===== config.mk =====
export PLATFORM = sky130hd
export DESIGN_NAME = ucw_ctrl
export DESIGN_NICKNAME = d
export VERILOG_FILES = /design/src/rtl/ucw_pkg.sv /design/src/rtl/ucw_baud_gen.sv /design/src/rtl/ucw_ctrl.sv
export SDC_FILE = /design/constraint.sdc
export NUM_CORES = 1
export LEC_CHECK = 0
export ABC_AREA = 1
export BUFFER_PORTS_ARGS = -buffer_cell sky130_fd_sc_hd__buf_4
export CORE_ASPECT_RATIO = 2
export CORE_MARGIN = 2
export CORE_UTILIZATION = 50
export CTS_CLUSTER_SIZE = 10
export DETAILED_ROUTE_END_ITERATION = 10
export PLACE_DENSITY_LB_ADDON = 0.12
export SETUP_SLACK_MARGIN = 0.1
export SYNTH_ARGS = -nofsm -noshare
export SYNTH_HDL_FRONTEND = slang
export SYNTH_SLANG_ARGS = --single-unit

===== constraint.sdc =====
create_clock -name clk -period 1.6 [get_ports clk]
set_input_delay 0.08 -clock clk [delete_from_list [all_inputs] [get_ports clk]]
set_output_delay 0.08 -clock clk [all_outputs]
set_load 0.02 [all_outputs]

===== src/rtl/ucw_pkg.sv =====
// package for the serial port control slice: register map, field positions,
// reset values, prescale counts and interrupt status layout.
// assumes an 8-bit software port with a 3-bit word address.
package ucw_pkg;
    // register word addresses
    localparam logic [2:0] UCW_ADDR_CTRL = 3'h0;
    localparam logic [2:0] UCW_ADDR_DIV = 3'h1;
    localparam logic [2:0] UCW_ADDR_STATUS = 3'h2;
    localparam logic [2:0] UCW_ADDR_MASK = 3'h3;
    localparam logic [2:0] UCW_ADDR_RXDATA = 3'h4;
    localparam logic [2:0] UCW_ADDR_RXINFO = 3'h5;
    localparam logic [2:0] UCW_ADDR_CLKCTRL = 3'h6;

    // control register fields
    localparam int UCW_CTRL_NINE_BIT = 6;
    localparam int UCW_CTRL_HIGH_SPEED = 5;
    localparam int UCW_CTRL_ADDR_DETECT = 4;
    localparam int UCW_CTRL_WAKE_EN = 3;
    localparam int UCW_CTRL_RX_IRQ_EN = 2;
    localparam logic [7:0] UCW_CTRL_RESET = 8'h00;
    localparam logic [7:0] UCW_CTRL_WMASK = 8'h7C;

    // divider register
    localparam logic [7:0] UCW_DIV_RESET = 8'h00;

    // clock control register: bit 0 switches the serial clock on
    localparam int UCW_CLK_ON = 0;
    localparam logic UCW_CLK_ON_RESET = 1'b0;

    // interrupt status and mask layout
    localparam int UCW_IRQ_W = 3;
    localparam int UCW_IRQ_RX = 0;
    localparam int UCW_IRQ_ADDR = 1;
    localparam int UCW_IRQ_WAKE = 2;
    localparam logic [UCW_IRQ_W-1:0] UCW_STATUS_RESET = 3'h0;
    localparam logic [UCW_IRQ_W-1:0] UCW_MASK_RESET = 3'h0;

    // received word info bits
    localparam int UCW_INFO_IS_ADDR = 0;
    localparam int UCW_INFO_NINTH = 1;

    // baud prescale: last count of the per-bit sample counter
    localparam logic [5:0] UCW_PRE_LAST_HIGH = 6'h0F;
    localparam logic [5:0] UCW_PRE_LAST_LOW = 6'h3F;
    localparam logic [5:0] UCW_PRE_RESET = 6'h00;

    // wake-up pin synchroniser reset level: line idles high
    localparam logic UCW_LINE_IDLE = 1'b1;
endpackage


===== src/rtl/ucw_baud_gen.sv =====
// baud rate generator: a divider reload counter followed by a sample
// prescaler whose length depends on the speed mode.
// assumes run comes from a register on the same clock.
`timescale 1ns/1ps
module ucw_baud_gen
    import ucw_pkg::*;
(
    input wire logic clk,
    input wire logic reset,
    input wire logic run,
    input wire logic high_speed,
    input wire logic [7:0] divider,
    output logic sample_tick,
    output logic bit_tick
);
    logic [7:0] div_cnt_q;
    logic [5:0] pre_cnt_q;
    logic [5:0] pre_last;
    logic step;

    // speed mode picks the prescale length [RULE_02]
    assign pre_last = high_speed ? UCW_PRE_LAST_HIGH : UCW_PRE_LAST_LOW;
    assign step = run && (div_cnt_q == 8'h00);

    // divider counts down from the software value [RULE_01]
    always_ff @(posedge clk) begin
        if (reset || !run) begin
            div_cnt_q <= UCW_DIV_RESET;
        end else if (div_cnt_q == 8'h00) begin
            div_cnt_q <= divider;
        end else begin
            div_cnt_q <= div_cnt_q - 8'h01;
        end
    end

    // prescaler turns divider steps into one tick per bit [RULE_01]
    always_ff @(posedge clk) begin
        if (reset || !run) begin
            pre_cnt_q <= UCW_PRE_RESET;
        end else if (step) begin
            if (pre_cnt_q >= pre_last) begin
                pre_cnt_q <= UCW_PRE_RESET;
            end else begin
                pre_cnt_q <= pre_cnt_q + 6'h01;
            end
        end
    end

    // ticks are single-cycle enables, never clocks
    always_ff @(posedge clk) begin
        if (reset) begin
            sample_tick <= 1'b0;
            bit_tick <= 1'b0;
        end else begin
            sample_tick <= step;
            bit_tick <= step && (pre_cnt_q >= pre_last);
        end
    end
endmodule


===== src/rtl/ucw_ctrl.sv =====
// serial port control slice: baud mode and divider, multiprocessor address
// detection on received words, pin wake-up while the serial clock is off,
// and an interrupt status/mask pair behind a plain register port.
// assumes the receiver core delivers words and flags on the same clock,
// and that the shared rx/tx pin arrives unsynchronised.
// Functional notes
// RULE_01: the bit rate comes from the speed select bit and the software divider value.
// RULE_02: speed select 1 gives the high speed mode, 0 the low speed mode.
// RULE_03: control bit 4 turns address detection on when 1 and off when 0.
// RULE_04: with detection on a word is an address when bit 8 (eight-bit) or bit 9 (nine-bit) is 1.
// RULE_05: with detection and the receive interrupt on, each address word raises a request.
// RULE_06: with detection on a word whose marker is 0 raises nothing and is dropped.
// RULE_07: control bit 3 enables a wake-up request on a falling edge of the serial pin.
// RULE_08: pin wake-up acts only while the serial clock is off.
// RULE_09: a wake-up request raises an interrupt and software must switch the clock back on.
// RULE_10: with the clock still off the port stays idle whatever the pin does.
// RULE_11: with the receive interrupt enabled an overrun or a new data flag sets the request.
// RULE_12: with detection off every word is plain data whatever its top bit.
//
// The strobed register port and the register offsets were left to the implementer.

`timescale 1ns/1ps
module ucw_ctrl
    import ucw_pkg::*;
(
    input wire logic clk,
    input wire logic reset,

    // software register port
    input wire logic [2:0] reg_addr,
    input wire logic [7:0] reg_wdata,
    input wire logic reg_wr,
    input wire logic reg_rd,
    output logic [7:0] reg_rdata,

    // serial pin and receiver core
    input wire logic rx_pin,
    input wire logic rx_word_valid,
    input wire logic [8:0] rx_word,
    input wire logic overrun_flag,
    input wire logic receive_available_flag,

    // baud and word format settings
    output logic serial_clock_on,
    output logic baud_high_speed_select,
    output logic [7:0] baud_divider_value,
    output logic nine_bit_word_select,
    output logic sample_tick,
    output logic bit_tick,

    // received word, wake-up and interrupt
    output logic word_accept,
    output logic [7:0] word_data,
    output logic word_is_address,
    output logic wake_request,
    output logic irq
);
    // software registers
    logic [7:0] ctrl_q;
    logic [7:0] div_q;
    logic clk_on_q;

    // interrupt status, mask and their events
    logic [UCW_IRQ_W-1:0] status_q;
    logic [UCW_IRQ_W-1:0] status_d;
    logic [UCW_IRQ_W-1:0] mask_q;
    logic [UCW_IRQ_W-1:0] set_ev;
    logic [UCW_IRQ_W-1:0] clr_ev;

    // read path
    logic [7:0] rdata_d;

    // kept word and its classification
    logic [7:0] word_data_q;
    logic word_addr_q;
    logic word_ninth_q;
    logic word_accept_q;

    // wake request level
    logic wake_q;

    // pin synchroniser and edge detector
    logic pin_meta_q;
    logic pin_sync_q;
    logic pin_prev_q;
    logic pin_fall;

    // receiver flag edges
    logic ovr_prev_q;
    logic avail_prev_q;
    logic flag_rise;

    // decoded control bits and word qualifiers
    logic addr_detect;
    logic wake_enable;
    logic rx_irq_enable;
    logic marker;
    logic word_live;
    logic keep_word;

    // write strobes, one per writable register
    logic wr_ctrl;
    logic wr_div;
    logic wr_status;
    logic wr_mask;
    logic wr_clk;

    // address decoding for writes
    always_comb begin
        wr_ctrl = 1'b0;
        wr_div = 1'b0;
        wr_status = 1'b0;
        wr_mask = 1'b0;
        wr_clk = 1'b0;
        if (reg_wr && reg_addr == UCW_ADDR_CTRL) begin
            wr_ctrl = 1'b1;
        end else if (reg_wr && reg_addr == UCW_ADDR_DIV) begin
            wr_div = 1'b1;
        end else if (reg_wr && reg_addr == UCW_ADDR_STATUS) begin
            wr_status = 1'b1;
        end else if (reg_wr && reg_addr == UCW_ADDR_MASK) begin
            wr_mask = 1'b1;
        end else if (reg_wr && reg_addr == UCW_ADDR_CLKCTRL) begin
            wr_clk = 1'b1;
        end
    end

    // control register: only the documented bits are writable
    always_ff @(posedge clk) begin
        if (reset) begin
            ctrl_q <= UCW_CTRL_RESET;
        end else if (wr_ctrl) begin
            ctrl_q <= reg_wdata & UCW_CTRL_WMASK;
        end
    end

    // divider value, applied at the next reload of the counter
    always_ff @(posedge clk) begin
        if (reset) begin
            div_q <= UCW_DIV_RESET;
        end else if (wr_div) begin
            div_q <= reg_wdata;
        end
    end

    // serial clock switch: only software turns it back on [RULE_09]
    always_ff @(posedge clk) begin
        if (reset) begin
            clk_on_q <= UCW_CLK_ON_RESET;
        end else if (wr_clk) begin
            clk_on_q <= reg_wdata[UCW_CLK_ON];
        end
    end

    // interrupt mask
    always_ff @(posedge clk) begin
        if (reset) begin
            mask_q <= UCW_MASK_RESET;
        end else if (wr_mask) begin
            mask_q <= reg_wdata[UCW_IRQ_W-1:0];
        end
    end

    // enables decoded from the control register
    assign addr_detect = ctrl_q[UCW_CTRL_ADDR_DETECT]; // [RULE_03]
    assign wake_enable = ctrl_q[UCW_CTRL_WAKE_EN];
    assign rx_irq_enable = ctrl_q[UCW_CTRL_RX_IRQ_EN];

    // format, speed and clock settings seen by the rest of the port
    assign nine_bit_word_select = ctrl_q[UCW_CTRL_NINE_BIT];
    assign baud_high_speed_select = ctrl_q[UCW_CTRL_HIGH_SPEED];
    assign baud_divider_value = div_q;
    assign serial_clock_on = clk_on_q;

    // baud generator halts with the serial clock; ticks stop one cycle after switch-off
    ucw_baud_gen u_baud (
        .clk(clk),
        .reset(reset),
        .run(clk_on_q), // [RULE_10]
        .high_speed(baud_high_speed_select), // [RULE_02]
        .divider(div_q), // [RULE_01]
        .sample_tick(sample_tick),
        .bit_tick(bit_tick)
    );

    // two-flop synchroniser on the pin; the first stage feeds only the second
    always_ff @(posedge clk) begin
        if (reset) begin
            pin_meta_q <= UCW_LINE_IDLE;
            pin_sync_q <= UCW_LINE_IDLE;
        end else begin
            pin_meta_q <= rx_pin;
            pin_sync_q <= pin_meta_q;
        end
    end

    // last synchronised level; reset to idle so no false edge follows reset
    always_ff @(posedge clk) begin
        if (reset) begin
            pin_prev_q <= UCW_LINE_IDLE;
        end else begin
            pin_prev_q <= pin_sync_q;
        end
    end

    // falling edge of the synchronised line [RULE_07]
    assign pin_fall = pin_prev_q && !pin_sync_q;

    // marker is the top bit of the word: bit 8 of nine, bit 7 of eight [RULE_04]
    assign marker = nine_bit_word_select ? rx_word[8] : rx_word[7];

    // words arriving while the clock is off are ignored [RULE_10]
    assign word_live = rx_word_valid && clk_on_q;

    // detection off keeps every word; on keeps only addresses [RULE_06] [RULE_12]
    assign keep_word = word_live && (!addr_detect || marker);

    // kept word data, held until the next kept word
    always_ff @(posedge clk) begin
        if (reset) begin
            word_data_q <= 8'h00;
        end else if (keep_word) begin
            word_data_q <= rx_word[7:0];
        end
    end

    // classification and ninth bit of the kept word, held alongside its data
    always_ff @(posedge clk) begin
        if (reset) begin
            word_addr_q <= 1'b0;
            word_ninth_q <= 1'b0;
        end else if (keep_word) begin
            word_addr_q <= addr_detect && marker; // [RULE_04] [RULE_12]
            word_ninth_q <= rx_word[8];
        end
    end

    // one-cycle acceptance pulse toward the receive buffer
    always_ff @(posedge clk) begin
        if (reset) begin
            word_accept_q <= 1'b0;
        end else begin
            word_accept_q <= keep_word; // [RULE_06]
        end
    end

    // word outputs come straight from their registers
    assign word_accept = word_accept_q;
    assign word_data = word_data_q;
    assign word_is_address = word_addr_q;

    // overrun edge; a flag held high counts once
    always_ff @(posedge clk) begin
        if (reset) begin
            ovr_prev_q <= 1'b0;
        end else begin
            ovr_prev_q <= overrun_flag;
        end
    end

    // data-available edge, kept apart from the overrun edge
    always_ff @(posedge clk) begin
        if (reset) begin
            avail_prev_q <= 1'b0;
        end else begin
            avail_prev_q <= receive_available_flag;
        end
    end

    // either rising flag is one receive event [RULE_11]
    assign flag_rise = (overrun_flag && !ovr_prev_q) ||
                       (receive_available_flag && !avail_prev_q);

    // status events; rx and address events need the receive enable
    always_comb begin
        set_ev = '0;
        set_ev[UCW_IRQ_RX] = rx_irq_enable && flag_rise; // [RULE_11]
        set_ev[UCW_IRQ_ADDR] = rx_irq_enable && word_live && addr_detect && marker; // [RULE_05]
        set_ev[UCW_IRQ_WAKE] = wake_enable && !clk_on_q && pin_fall; // [RULE_07] [RULE_08]
    end

    // software clear: only the bits written as one
    assign clr_ev = wr_status ? reg_wdata[UCW_IRQ_W-1:0] : '0;

    // write-one-to-clear, a coincident set wins so no event is lost
    assign status_d = (status_q & ~clr_ev) | set_ev;

    // sticky status register
    always_ff @(posedge clk) begin
        if (reset) begin
            status_q <= UCW_STATUS_RESET;
        end else begin
            status_q <= status_d;
        end
    end

    // wake request level: holds until software switches the clock on [RULE_09]
    always_ff @(posedge clk) begin
        if (reset) begin
            wake_q <= 1'b0;
        end else if (clk_on_q) begin
            wake_q <= 1'b0; // [RULE_08]
        end else if (set_ev[UCW_IRQ_WAKE]) begin
            wake_q <= 1'b1; // [RULE_07]
        end
    end

    // wake request straight from its register
    assign wake_request = wake_q;

    // level interrupt while any unmasked status bit stands [RULE_09] [RULE_05]
    assign irq = |(status_q & mask_q);

    // read mux; unmapped addresses read zero
    always_comb begin
        rdata_d = 8'h00;
        if (reg_addr == UCW_ADDR_CTRL) begin
            rdata_d = ctrl_q;
        end else if (reg_addr == UCW_ADDR_DIV) begin
            rdata_d = div_q;
        end else if (reg_addr == UCW_ADDR_STATUS) begin
            rdata_d[UCW_IRQ_W-1:0] = status_q;
        end else if (reg_addr == UCW_ADDR_MASK) begin
            rdata_d[UCW_IRQ_W-1:0] = mask_q;
        end else if (reg_addr == UCW_ADDR_RXDATA) begin
            rdata_d = word_data_q;
        end else if (reg_addr == UCW_ADDR_RXINFO) begin
            rdata_d[UCW_INFO_IS_ADDR] = word_addr_q;
            rdata_d[UCW_INFO_NINTH] = word_ninth_q;
        end else if (reg_addr == UCW_ADDR_CLKCTRL) begin
            rdata_d[UCW_CLK_ON] = clk_on_q;
        end
    end

    // read data registered for the cycle after the strobe, zero otherwise
    always_ff @(posedge clk) begin
        if (reset) begin
            reg_rdata <= 8'h00;
        end else if (reg_rd) begin
            reg_rdata <= rdata_d;
        end else begin
            reg_rdata <= 8'h00;
        end
    end
endmodule


# --- Yosys cells after proc, flatten, opt, wreduce, memory -nomap -nowiden ---
# Cells that the tools add are included.
word_totals:
  out_inout_bits: 33
  word_cells: 99
  rom_bits: 0
  mem_bits_rw: 0
  in_bits: 28
  regBits: 61
  latchBits: 0
  n_memories: 0
classes:
  multipliers: 0
  n_reduce_logical: 33
  eq_ne: 6
  shifts: 0
  n_bitwise: 5
  magnitude_cmp: 1
  n_div: 0
  n_mux: 31
  addsub: 2
ops:
  columns: ["operator", "count"]
  rows:
  - ["1-bit logical AND", 19]
  - ["1-bit two-way mux", 19]
  - ["6-bit two-way mux", 3]
  - ["8-bit two-way mux", 2]
  - ["5-bit two-way mux", 2]
  - ["3-bit == test, second input constant", 3]
  - ["3-bit two-way mux", 3]
  - ["8-bit logical NOT", 1]
  - ["8-bit by 1-bit subtractor with 8-bit output, second input constant", 1]
  - ["7-bit two-way mux", 1]
  - ["6-bit by 1-bit adder with 6-bit output, second input constant", 1]
  - ["3-bit bitwise AND", 2]
  - ["3-bit by 2-bit == test with 1-bit output, second input constant", 2]
  - ["6-bit >= comparator", 1]
  - ["3-bit OR reduction", 2]
  - ["1-bit logical NOT", 5]
  - ["2-bit OR reduction", 2]
  - ["3-bit by 1-bit == test with 1-bit output, second input constant", 1]
  - ["3-bit logical NOT", 1]
  - ["1-bit logical OR", 3]
  - ["3-bit NOT", 1]
  - ["3-bit bitwise OR", 1]
  - ["2-bit two-way mux", 1]
  - ["1-bit NOT", 1]

# --- Longest topological paths before layout ---
# Gate-level depths: netlist of run 1.
logic_depth:
  depth_word: 9
  ltp_mapped: 10
  ltp_nobuf: 10

# --- By module ---
# From an unflattened synthesis of run 1, not the netlist that was laid out.
unflattened:
  cells_unflattened: 366
  hier_area_um2: 2687.6
modules_own_cells:
  columns: ["mod", "n_inst", "seq_area_each_um2", "area_each_um2", "cells_each"]
  rows:
  - ["ucw_ctrl", 1, 900.9, 1784.2, 240]
  - ["ucw_baud_gen", 1, 320.3, 903.4, 126]

# --- Least setup slack after synthesis of run 1 ---
# Ideal clock, no wire load.
synth_timing:
  kind: "flip-flop to flip-flop"
  from: "register ctrl_q[5]"
  to: "register u_baud.pre_cnt_q[5]"
  required_time_ns: 1.536
  path_slack_ns: 0.141
  t_arrival_ns: 1.395
  period_less_slack_ns: 1.459
  path_buffers: 0
  path_stages_with_launch: 9
  setup_ns: 0.064
  cell_sequence: "dfxtp_1 > ha_1 > nand2_1 > nand2_1 > nor2_1 > nand3_1 > nor2_1 > nor2_1 > nor2_1"
synth_via:
  elab_chain_len: 3
synth_lines:
  columns: ["item", "line_no", "rtl"]
  rows:
  - ["start: declaration", "ucw_ctrl.sv:59", "logic [7:0] ctrl_q;"]
  - ["start signal: assignment", "ucw_ctrl.sv:133", "ctrl_q <= reg_wdata & UCW_CTRL_WMASK;"]
  - ["6-bit two-way mux", "ucw_baud_gen.sv:22", "assign pre_last = high_speed ? UCW_PRE_LAST_HIGH : UCW_PRE_LAST_LOW;"]
  - ["6-bit >= comparator", "ucw_baud_gen.sv:41", "if (pre_cnt_q >= pre_last) begin"]
  - ["6-bit two-way mux", "ucw_baud_gen.sv:41", null]
  - ["end signal: assignment", "ucw_baud_gen.sv:44", "pre_cnt_q <= pre_cnt_q + 6'h01;"]
  - ["end: declaration", "ucw_baud_gen.sv:17", "logic [5:0] pre_cnt_q;"]
# No other way between the ends.
# A chain may end at the register's enable or synchronous reset.

# --- Worst setup path in the final report of run 1 ---
layout_timing:
  from: "register u_baud.div_cnt_q[0]"
  to: "register u_baud.div_cnt_q[5]"
layout_via:
  elab_chain_len: 2
  elab_cells_between_ends: 3
  classes_between: "add/sub: 1; mux: 1; reduce/logical: 1"
layout_lines:
  columns: ["item", "line_no", "rtl"]
  rows:
  - ["start: declaration", "ucw_baud_gen.sv:16", "logic [7:0] div_cnt_q;"]
  - ["start signal: assignment", "ucw_baud_gen.sv:30", "div_cnt_q <= divider;"]
  - ["start signal: assignment", "ucw_baud_gen.sv:32", "div_cnt_q <= div_cnt_q - 8'h01;"]
  - ["8-bit by 1-bit subtractor with 8-bit output / 8-bit logical NOT (equally long branches)", "ucw_baud_gen.sv:32, ucw_baud_gen.sv:29", null]
  - ["8-bit two-way mux (*)", "ucw_baud_gen.sv:29", "end else if (div_cnt_q == 8'h00) begin"]
# Every way passes the cells marked *; elsewhere a longest branch is shown, timed or not.

==> metrics, run 1 <==
outcome completed; die height 107 um; Slew Limit Headroom 0.710; cts bufs inserted 9; total track usage 0.236; clock-pin slew on the worst setup and hold paths 60 ps; Placeable Area 5090 um^2; fin cells 492; Die W 55.3 um; Required @ worst endpoint 1810 ps; setup_tns 0 ps; die area 5890 um^2; # IOs 61; Tot Pwr 3.21 mW; Via density 5.29; Ant. Diodes 0; first-pass GRT wire length 10900 um; commonest cells after routing, fill and taps aside buf_4, nand2_1, dfxtp_1; f_max 717 MHz; type of the worst setup path reg2reg; period utilisation layout 0.872; vias 2601; critical path's slowest cell dfxtp_1; final hold vios 0; worst slew pin tran 434 ps; DR pass1 iterations 4; Routed Antenna Nets 0; yosys synthesis warning count 0; register bit total from synthesis 61; Mapped Nets 386; Worst VDD drop 0.928 mV; area added between synthesis and finish 31.5%; GRT overflow 0; worst endpoint data arrival time 1610 ps; leading cell type in the layout, fill and taps excluded buf_4; RSZ-0062 raised after global routing false; DP Worst Slack 97.7 ps; Max Clock Skew 7.51 ps; post-DP HPWL 5090 um; CP endpoint kind flop; DRC 0; CTS Sinks 61; Slew Viols, Final 0; CP max stage delay 340 ps; Hold WS 12.6 ps; dpl cells 465; Max Cap Viol 0; Buffers on Ports 60; worst hold path class in2reg; synth unique cells 30; crit path buf inv count 4; # setup viols final 0; fin nets 464; later-pin clock latency in the skew report 330 ps; Mean Syn Cell Area 7.45 um^2; largest net degree at the start of global routing 22; share of layout cells above drive strength 1 0.260; htree depth 3; crit path cell chain inv_2 > ha_1 > inv_1 > nor2_4 > nand2_4 > buf_4 > inv_1 > a21oi_1 > a21oi_1; sequential cell area fraction in the yosys report 0.464; CTS tree done; cell area after synthesis 2630 um^2; final worst path period need 1400 ps; effective utilization at floorplan 0.516; Root Driver clkbuf_8; critical-path maximum fanout 5; Rows 37; final WL 6900 um; setup ws final 205 ps; initial DRC count 127; power per cell area 927 nW/um^2; initial antenna violation count 0; synthesized instance count 353; vias in the first global route 2460; WL/cell 14.0 um; GPL Wtd Cong 0.871; Top delay family on crit path buffers and inverters; maximum clock insertion buffer count 2; leak pwr 1.52 nW; Critical Path Source Type flop
synthesized netlist by cell type:
library cell  number  share of area
o21ai_1           15          0.029
nor2_1            43          0.061
buf_1              1         0.0014
nand2_1           64          0.091
a31oi_1            2         0.0048
nand4_1            6          0.014
a21oi_1           39          0.074
nor3_4             1         0.0062
o22ai_1            1         0.0024
clkinv_4           1         0.0033
o21ai_0           20          0.038
nor3_1             2         0.0038
inv_2             10          0.014
dfxtp_1           61           0.46
a211oi_1           1         0.0029
inv_1             30          0.043
nand2_4            2         0.0086
clkbuf_1           1         0.0014
buf_4              2         0.0057
nor2_4             1         0.0043
o211ai_1           1         0.0029
nand2_2            3         0.0071
xnor2_1            2         0.0067
or2_2              2         0.0048
buf_2              3         0.0057
nor2_2             4         0.0095
xor2_1             2         0.0067
ha_1               5          0.024
nor2_8             1         0.0076
nand3_1           27          0.051
layout make-up:
cell class,count,area (um^2)
Sequential cell,61,1220
Tap cell,58,72.6
Clock inverter,1,30.0
Fill cell,451,1630
Inverter,41,159
Timing Repair Buffer,73,561
Clock buffer,13,169
Multi-Input combinational cell,245,1250
registers in the layout (all words and copies together) (netlist names), 3 cells and up:
register            count
mask_q                  3
ctrl_q                  5
baud_divider_value      8
u_baud.pre_cnt_q        6
word_data               8
u_baud.div_cnt_q        8
status_q                3
reg_rdata               8
metal layers:
| layer | global-route usage | part of all wire | wire (um) |
|---|---|---|---|
| met1 | 0.230 | 0.36 | 2510 |
| met2 | 0.435 | 0.54 | 3720 |
| met3 | 0.0499 | 0.042 | 288 |
| met4 | 0.152 | 0.055 | 382 |
| met5 | 0 | 0 | 0 |
cells by family (layout without fill, tap and decap cells):
logic type	after synthesis	in the layout	share of synthesized area
buffers and inverters	48	128	0.0747
adder cells (fa/ha/maj)	5	5	0.0238
AO/OA/AOI/OAI	79	79	0.154
XOR/XNOR	4	4	0.0133
flip-flops	61	61	0.464
AND/OR/NAND/NOR	156	157	0.270
worst register-to-register path: stages (launching register included):
cell	delay (ps)
dfxtp_1	340
inv_2	50
ha_1	190
inv_1	90
nor2_4	50
nand2_4	120
buf_4	150
inv_1	70
a21oi_1	150
a21oi_1	80
report_power, final:
group / total (mW) / internal (mW) / switching [mW]
Sequential: 1.57 / 1.55 / 0.0232
Clock: 1.37 / 0.831 / 0.538
Combinational: 0.267 / 0.115 / 0.152
Total: 3.21 / 2.49 / 0.713
final timing paths:
path	startpoint	endpoint	slack (ps)	depth (start not counted)
max	u_baud.div_cnt_q[0]$_SDFF_PP0_	u_baud.div_cnt_q[5]$_SDFF_PP0_	200	9
min	reg_wdata[5]	baud_divider_value[5]$_SDFFE_PP0P_	10	3
max reg2reg	u_baud.div_cnt_q[0]$_SDFF_PP0_	u_baud.div_cnt_q[5]$_SDFF_PP0_	200	9
min reg2reg	pin_meta_q$_SDFF_PP1_	pin_sync_q$_SDFF_PP1_	410	1
through the flow:
stage / util / instance area (um^2)
detailed placement: 0.613 / 3120
floorplan: - / 2630
finish: 0.679 / 3460
global route: 0.679 / 3460
CTS: 0.663 / 3370
global placement: 0.613 / 3120
timing repair:
| action | 4_1_cts | 5_1_grt |
|---|---|---|
| hold endpoints to repair | 5 | 0 |
| gates cloned | 0 | 1 |
| gates resized for setup | 1 | 8 |
| buffers inserted | 0 | 7 |
| hold buffers | 5 | 0 |
| pin swaps | 0 | 5 |
| endpoints found under the setup margin | 1 | 7 |
(Power assumes the default switching activity.)
==> inputs of run 2 (changes only) <==
--- a/config.mk
+++ b/config.mk
@@ -9,11 +9,12 @@
 export BUFFER_PORTS_ARGS = -buffer_cell sky130_fd_sc_hd__buf_4
 export CORE_ASPECT_RATIO = 2
 export CORE_MARGIN = 2
-export CORE_UTILIZATION = 50
+export CORE_UTILIZATION = 35
 export CTS_CLUSTER_SIZE = 10
 export DETAILED_ROUTE_END_ITERATION = 10
 export PLACE_DENSITY_LB_ADDON = 0.12
 export SETUP_SLACK_MARGIN = 0.1
 export SYNTH_ARGS = -nofsm -noshare
 export SYNTH_HDL_FRONTEND = slang
+export SYNTH_HIERARCHICAL = 1
 export SYNTH_SLANG_ARGS = --single-unit
==> run 2 against run 1 <==
Maximum frequency up 4.8%. Count of clock-buffer cells in the layout rose by 1. Final cell count is 9.3% higher. Sequential share of layout area fell by 1.2 points. Utilization shrank 21 points. Die area grew 43%. Worst setup slack improved by 64 ps. Hold slack better by 2.4 ps. Total power grew 12%. Final area rose by 3.4%. Non-clock buffer count unchanged. Register-to-register slack improved by 60 ps. Largest power group is now the clock network.
==> metrics, run 2 <==
CTS tree done (unchanged); multi-input logic area 1240 um^2 (was 1250 um^2); ys async rst share 0 (unchanged); total track usage 0.185 (was 0.236); met2 Use GR 0.345 (was 0.435); worst hold path class in2reg (unchanged); setup_tns 0 ps (unchanged); final WL 7280 um (was 6900 um); setup ws final 269 ps (was 205 ps); Worst VDD drop 0.628 mV (was 0.928 mV); leading cell type in the layout, fill and taps excluded nand2_1 (was buf_4); register bit total from synthesis 61 (unchanged); worst slew pin tran 395 ps (was 434 ps); Slew Limit Headroom 0.736 (was 0.710); final worst path period need 1330 ps (was 1400 ps); area added between synthesis and finish 33.1% (was 31.5%); Post-Layout Inst Area 3580 um^2 (was 3460 um^2); Via density 4.79 (was 5.29); Slew Viols, Final 0 (unchanged); outcome completed (unchanged); cell area after synthesis 2690 um^2 (was 2630 um^2); effective utilization at floorplan 0.356 (was 0.516); Root Driver clkbuf_16 (was clkbuf_8); share of layout cells above drive strength 1 0.225 (was 0.260); maximum clock insertion buffer count 2 (unchanged); DR pass1 iterations 4 (unchanged); Buffers on Ports 60 (unchanged); routing usage on met1 0.180 (was 0.230); Critical Path Source Type flop (unchanged); fin cells 538 (was 492); vias 2579 (was 2601); die height 128 um (was 107 um); biggest area consumer among synthesized cells dfxtp_1 (unchanged); clock-pin slew on the worst setup and hold paths 50 ps (was 60 ps); Mean Syn Cell Area 7.34 um^2 (was 7.45 um^2); f_max 751 MHz (was 717 MHz); largest net degree at the start of global routing 17 (was 22); first-pass GRT wire length 11700 um (was 10900 um); Rows 45 (was 37); type of the worst setup path reg2reg (unchanged); Post-synth top cells nand2_1, dfxtp_1, nor2_1 (unchanged); GRT overflow 0 (unchanged); fin nets 473 (was 464); Max Clock Skew 4.34 ps (was 7.51 ps); sequential cell area fraction in the yosys report 0.454 (was 0.464); EDFF count, synth 0 (unchanged); Reg2Reg Setup Slack 270 ps (was 200 ps); area occupied by registers 1220 um^2 (about the same); GR peak layer met2 (unchanged); M3 GR Usage 0.0421 (was 0.0499); Synth area leaders dfxtp_1, nand2_1, a21oi_1 (unchanged); Max Cap Viol 0 (unchanged); Ant. Diodes 0 (unchanged); critical-path maximum fanout 5 (unchanged); GPL Wtd Cong 0.813 (was 0.871); Routed Antenna Nets 0 (unchanged); share of the synthesized area in the top cell type 0.454 (was 0.464); Placeable Area 7540 um^2 (was 5090 um^2); Top FF cell, synth dfxtp_1 (unchanged); most common cell in the synthesized netlist nand2_1 (unchanged); htree depth 3 (unchanged); initial antenna violation count 0 (unchanged); crit path buf inv count 0 (was 4); commonest cells after routing, fill and taps aside nand2_1, buf_4, dfxtp_1 (was buf_4, nand2_1, dfxtp_1); cts bufs inserted 9 (unchanged); DRC 0 (unchanged); Required @ worst endpoint 1850 ps (was 1810 ps); DP Worst Slack 216 ps (was 97.7 ps); CP max stage delay 410 ps (was 340 ps); later-pin clock latency in the skew report 320 ps (was 330 ps); initial DRC count 79 (was 127); Top delay family on crit path flip-flops (was buffers and inverters); post-DP HPWL 5680 um (was 5090 um); Mapped Nets 399 (was 386); crit path cell chain ha_1 > a21oi_1 > o21ai_1 > nand2_1 > nand2_1 > a21oi_1 (was inv_2 > ha_1 > inv_1 > nor2_4 > nand2_4 > buf_4 > inv_1 > a21oi_1 > a21oi_1); WL/cell 13.5 um (was 14.0 um); Die W 66.0 um (was 55.3 um); worst endpoint data arrival time 1580 ps (was 1610 ps); # setup viols final 0 (unchanged); # fillers 796 (was 451); critical path's slowest cell dfxtp_1 (unchanged); RSZ-0062 raised after global routing false (unchanged); placed cell area 3250 um^2 (was 3120 um^2); # IOs 61 (unchanged); dpl cells 518 (was 465); leak pwr 1.58 nW (was 1.52 nW); Core Util, Final 0.474 (was 0.679); vias in the first global route 2514 (was 2460); synthesized instance count 366 (was 353); CP endpoint kind flop (unchanged); synth unique cells 30 (unchanged); power per cell area 1010 nW/um^2 (was 927 nW/um^2); CTS Sinks 61 (unchanged); yosys synthesis warning count 6 (was 0); die area 8440 um^2 (was 5890 um^2); period utilisation layout 0.832 (was 0.872); final hold vios 0 (unchanged)
==> run 2: cell count changes after synthesis, moves of 4 or more <==
| cell | before | now |
|---|---|---|
| nand2_1 | 64 | 81 |
| o21ai_1 | 15 | 2 |
| inv_2 | 10 | 2 |
| inv_1 | 30 | 37 |
| nand3_1 | 27 | 33 |
| nand4_1 | 6 | 11 |
| nor2_1 | 43 | 39 |
| o21ai_0 | 20 | 24 |
==> run 2: area by class of cell <==
cell class / instances / share of cell area
timing repair buffer: 73 / 0.155
sequential: 61 / 0.341
clock inverter: 1 / 0.00140
tap: 94 / 0.0329
clock buffer: 14 / 0.0766
multi-input combinational: 254 / 0.348
inverter: 41 / 0.0444
==> run 2: worst paths after layout <==
check / start / endpoint / cells past startpoint
setup reg to reg: ctrl_q[5]$_SDFFE_PP0P_ / u_baud/pre_cnt_q[0]$_SDFFE_PP0P_ / 6
hold / removal: reg_wdata[7] / baud_divider_value[7]$_SDFFE_PP0P_ / 3
setup / recovery: ctrl_q[5]$_SDFFE_PP0P_ / u_baud/pre_cnt_q[0]$_SDFFE_PP0P_ / 6
hold reg to reg: pin_meta_q$_SDFF_PP1_ / pin_sync_q$_SDFF_PP1_ / 1
==> run 2: kinds of logic (layout without fill, tap and decap cells) <==
logic type,after synthesis,in the layout,share of synthesized area
adder cells (fa/ha/maj),5,5,0.0233
flip-flops,61,61,0.454
AO/OA/AOI/OAI,66,66,0.125
XOR/XNOR,3,3,0.00978
AND/OR/NAND/NOR,180,180,0.305
buffers and inverters,51,129,0.0824
==> run 2: metal layers <==
layer | vias up | wire (um) | share of wire
met5 | - | 0 | 0
li1 | 1340 | - | -
met3 | 9 | 243 | 0.033
met4 | 0 | 175 | 0.024
met2 | 59 | 4230 | 0.58
met1 | 1171 | 2630 | 0.36
==> run 2: what timing repair did <==
item	in CTS	in global routing
endpoints found under the setup margin	0	6
hold buffers	3	0
resized for setup	0	1
setup buffers	0	2
hold endpoints to repair	3	0
==> run 2: power by group <==
group,internal (mW),switching (mW),total [mW]
sequential,1.55,0.0221,1.57
combinational,0.111,0.144,0.255
clock,1.16,0.612,1.77
total,2.82,0.778,3.60
==> run 2: worst register-to-register path: stages, from the launching register on <==
cell and delay (ps):
dfxtp_1 410, ha_1 270, a21oi_1 140, o21ai_1 100, nand2_1 70, nand2_1 120
a21oi_1 160
==> run 2: stage by stage <==
step / total power [mW] / hold slack, ps
floorplan: 1.72 / 149
global placement: 1.85 / 266
detailed placement: 1.85 / 270
CTS: 3.66 / 4.97
global route: 3.73 / 31.1
finish: 3.60 / 15.0
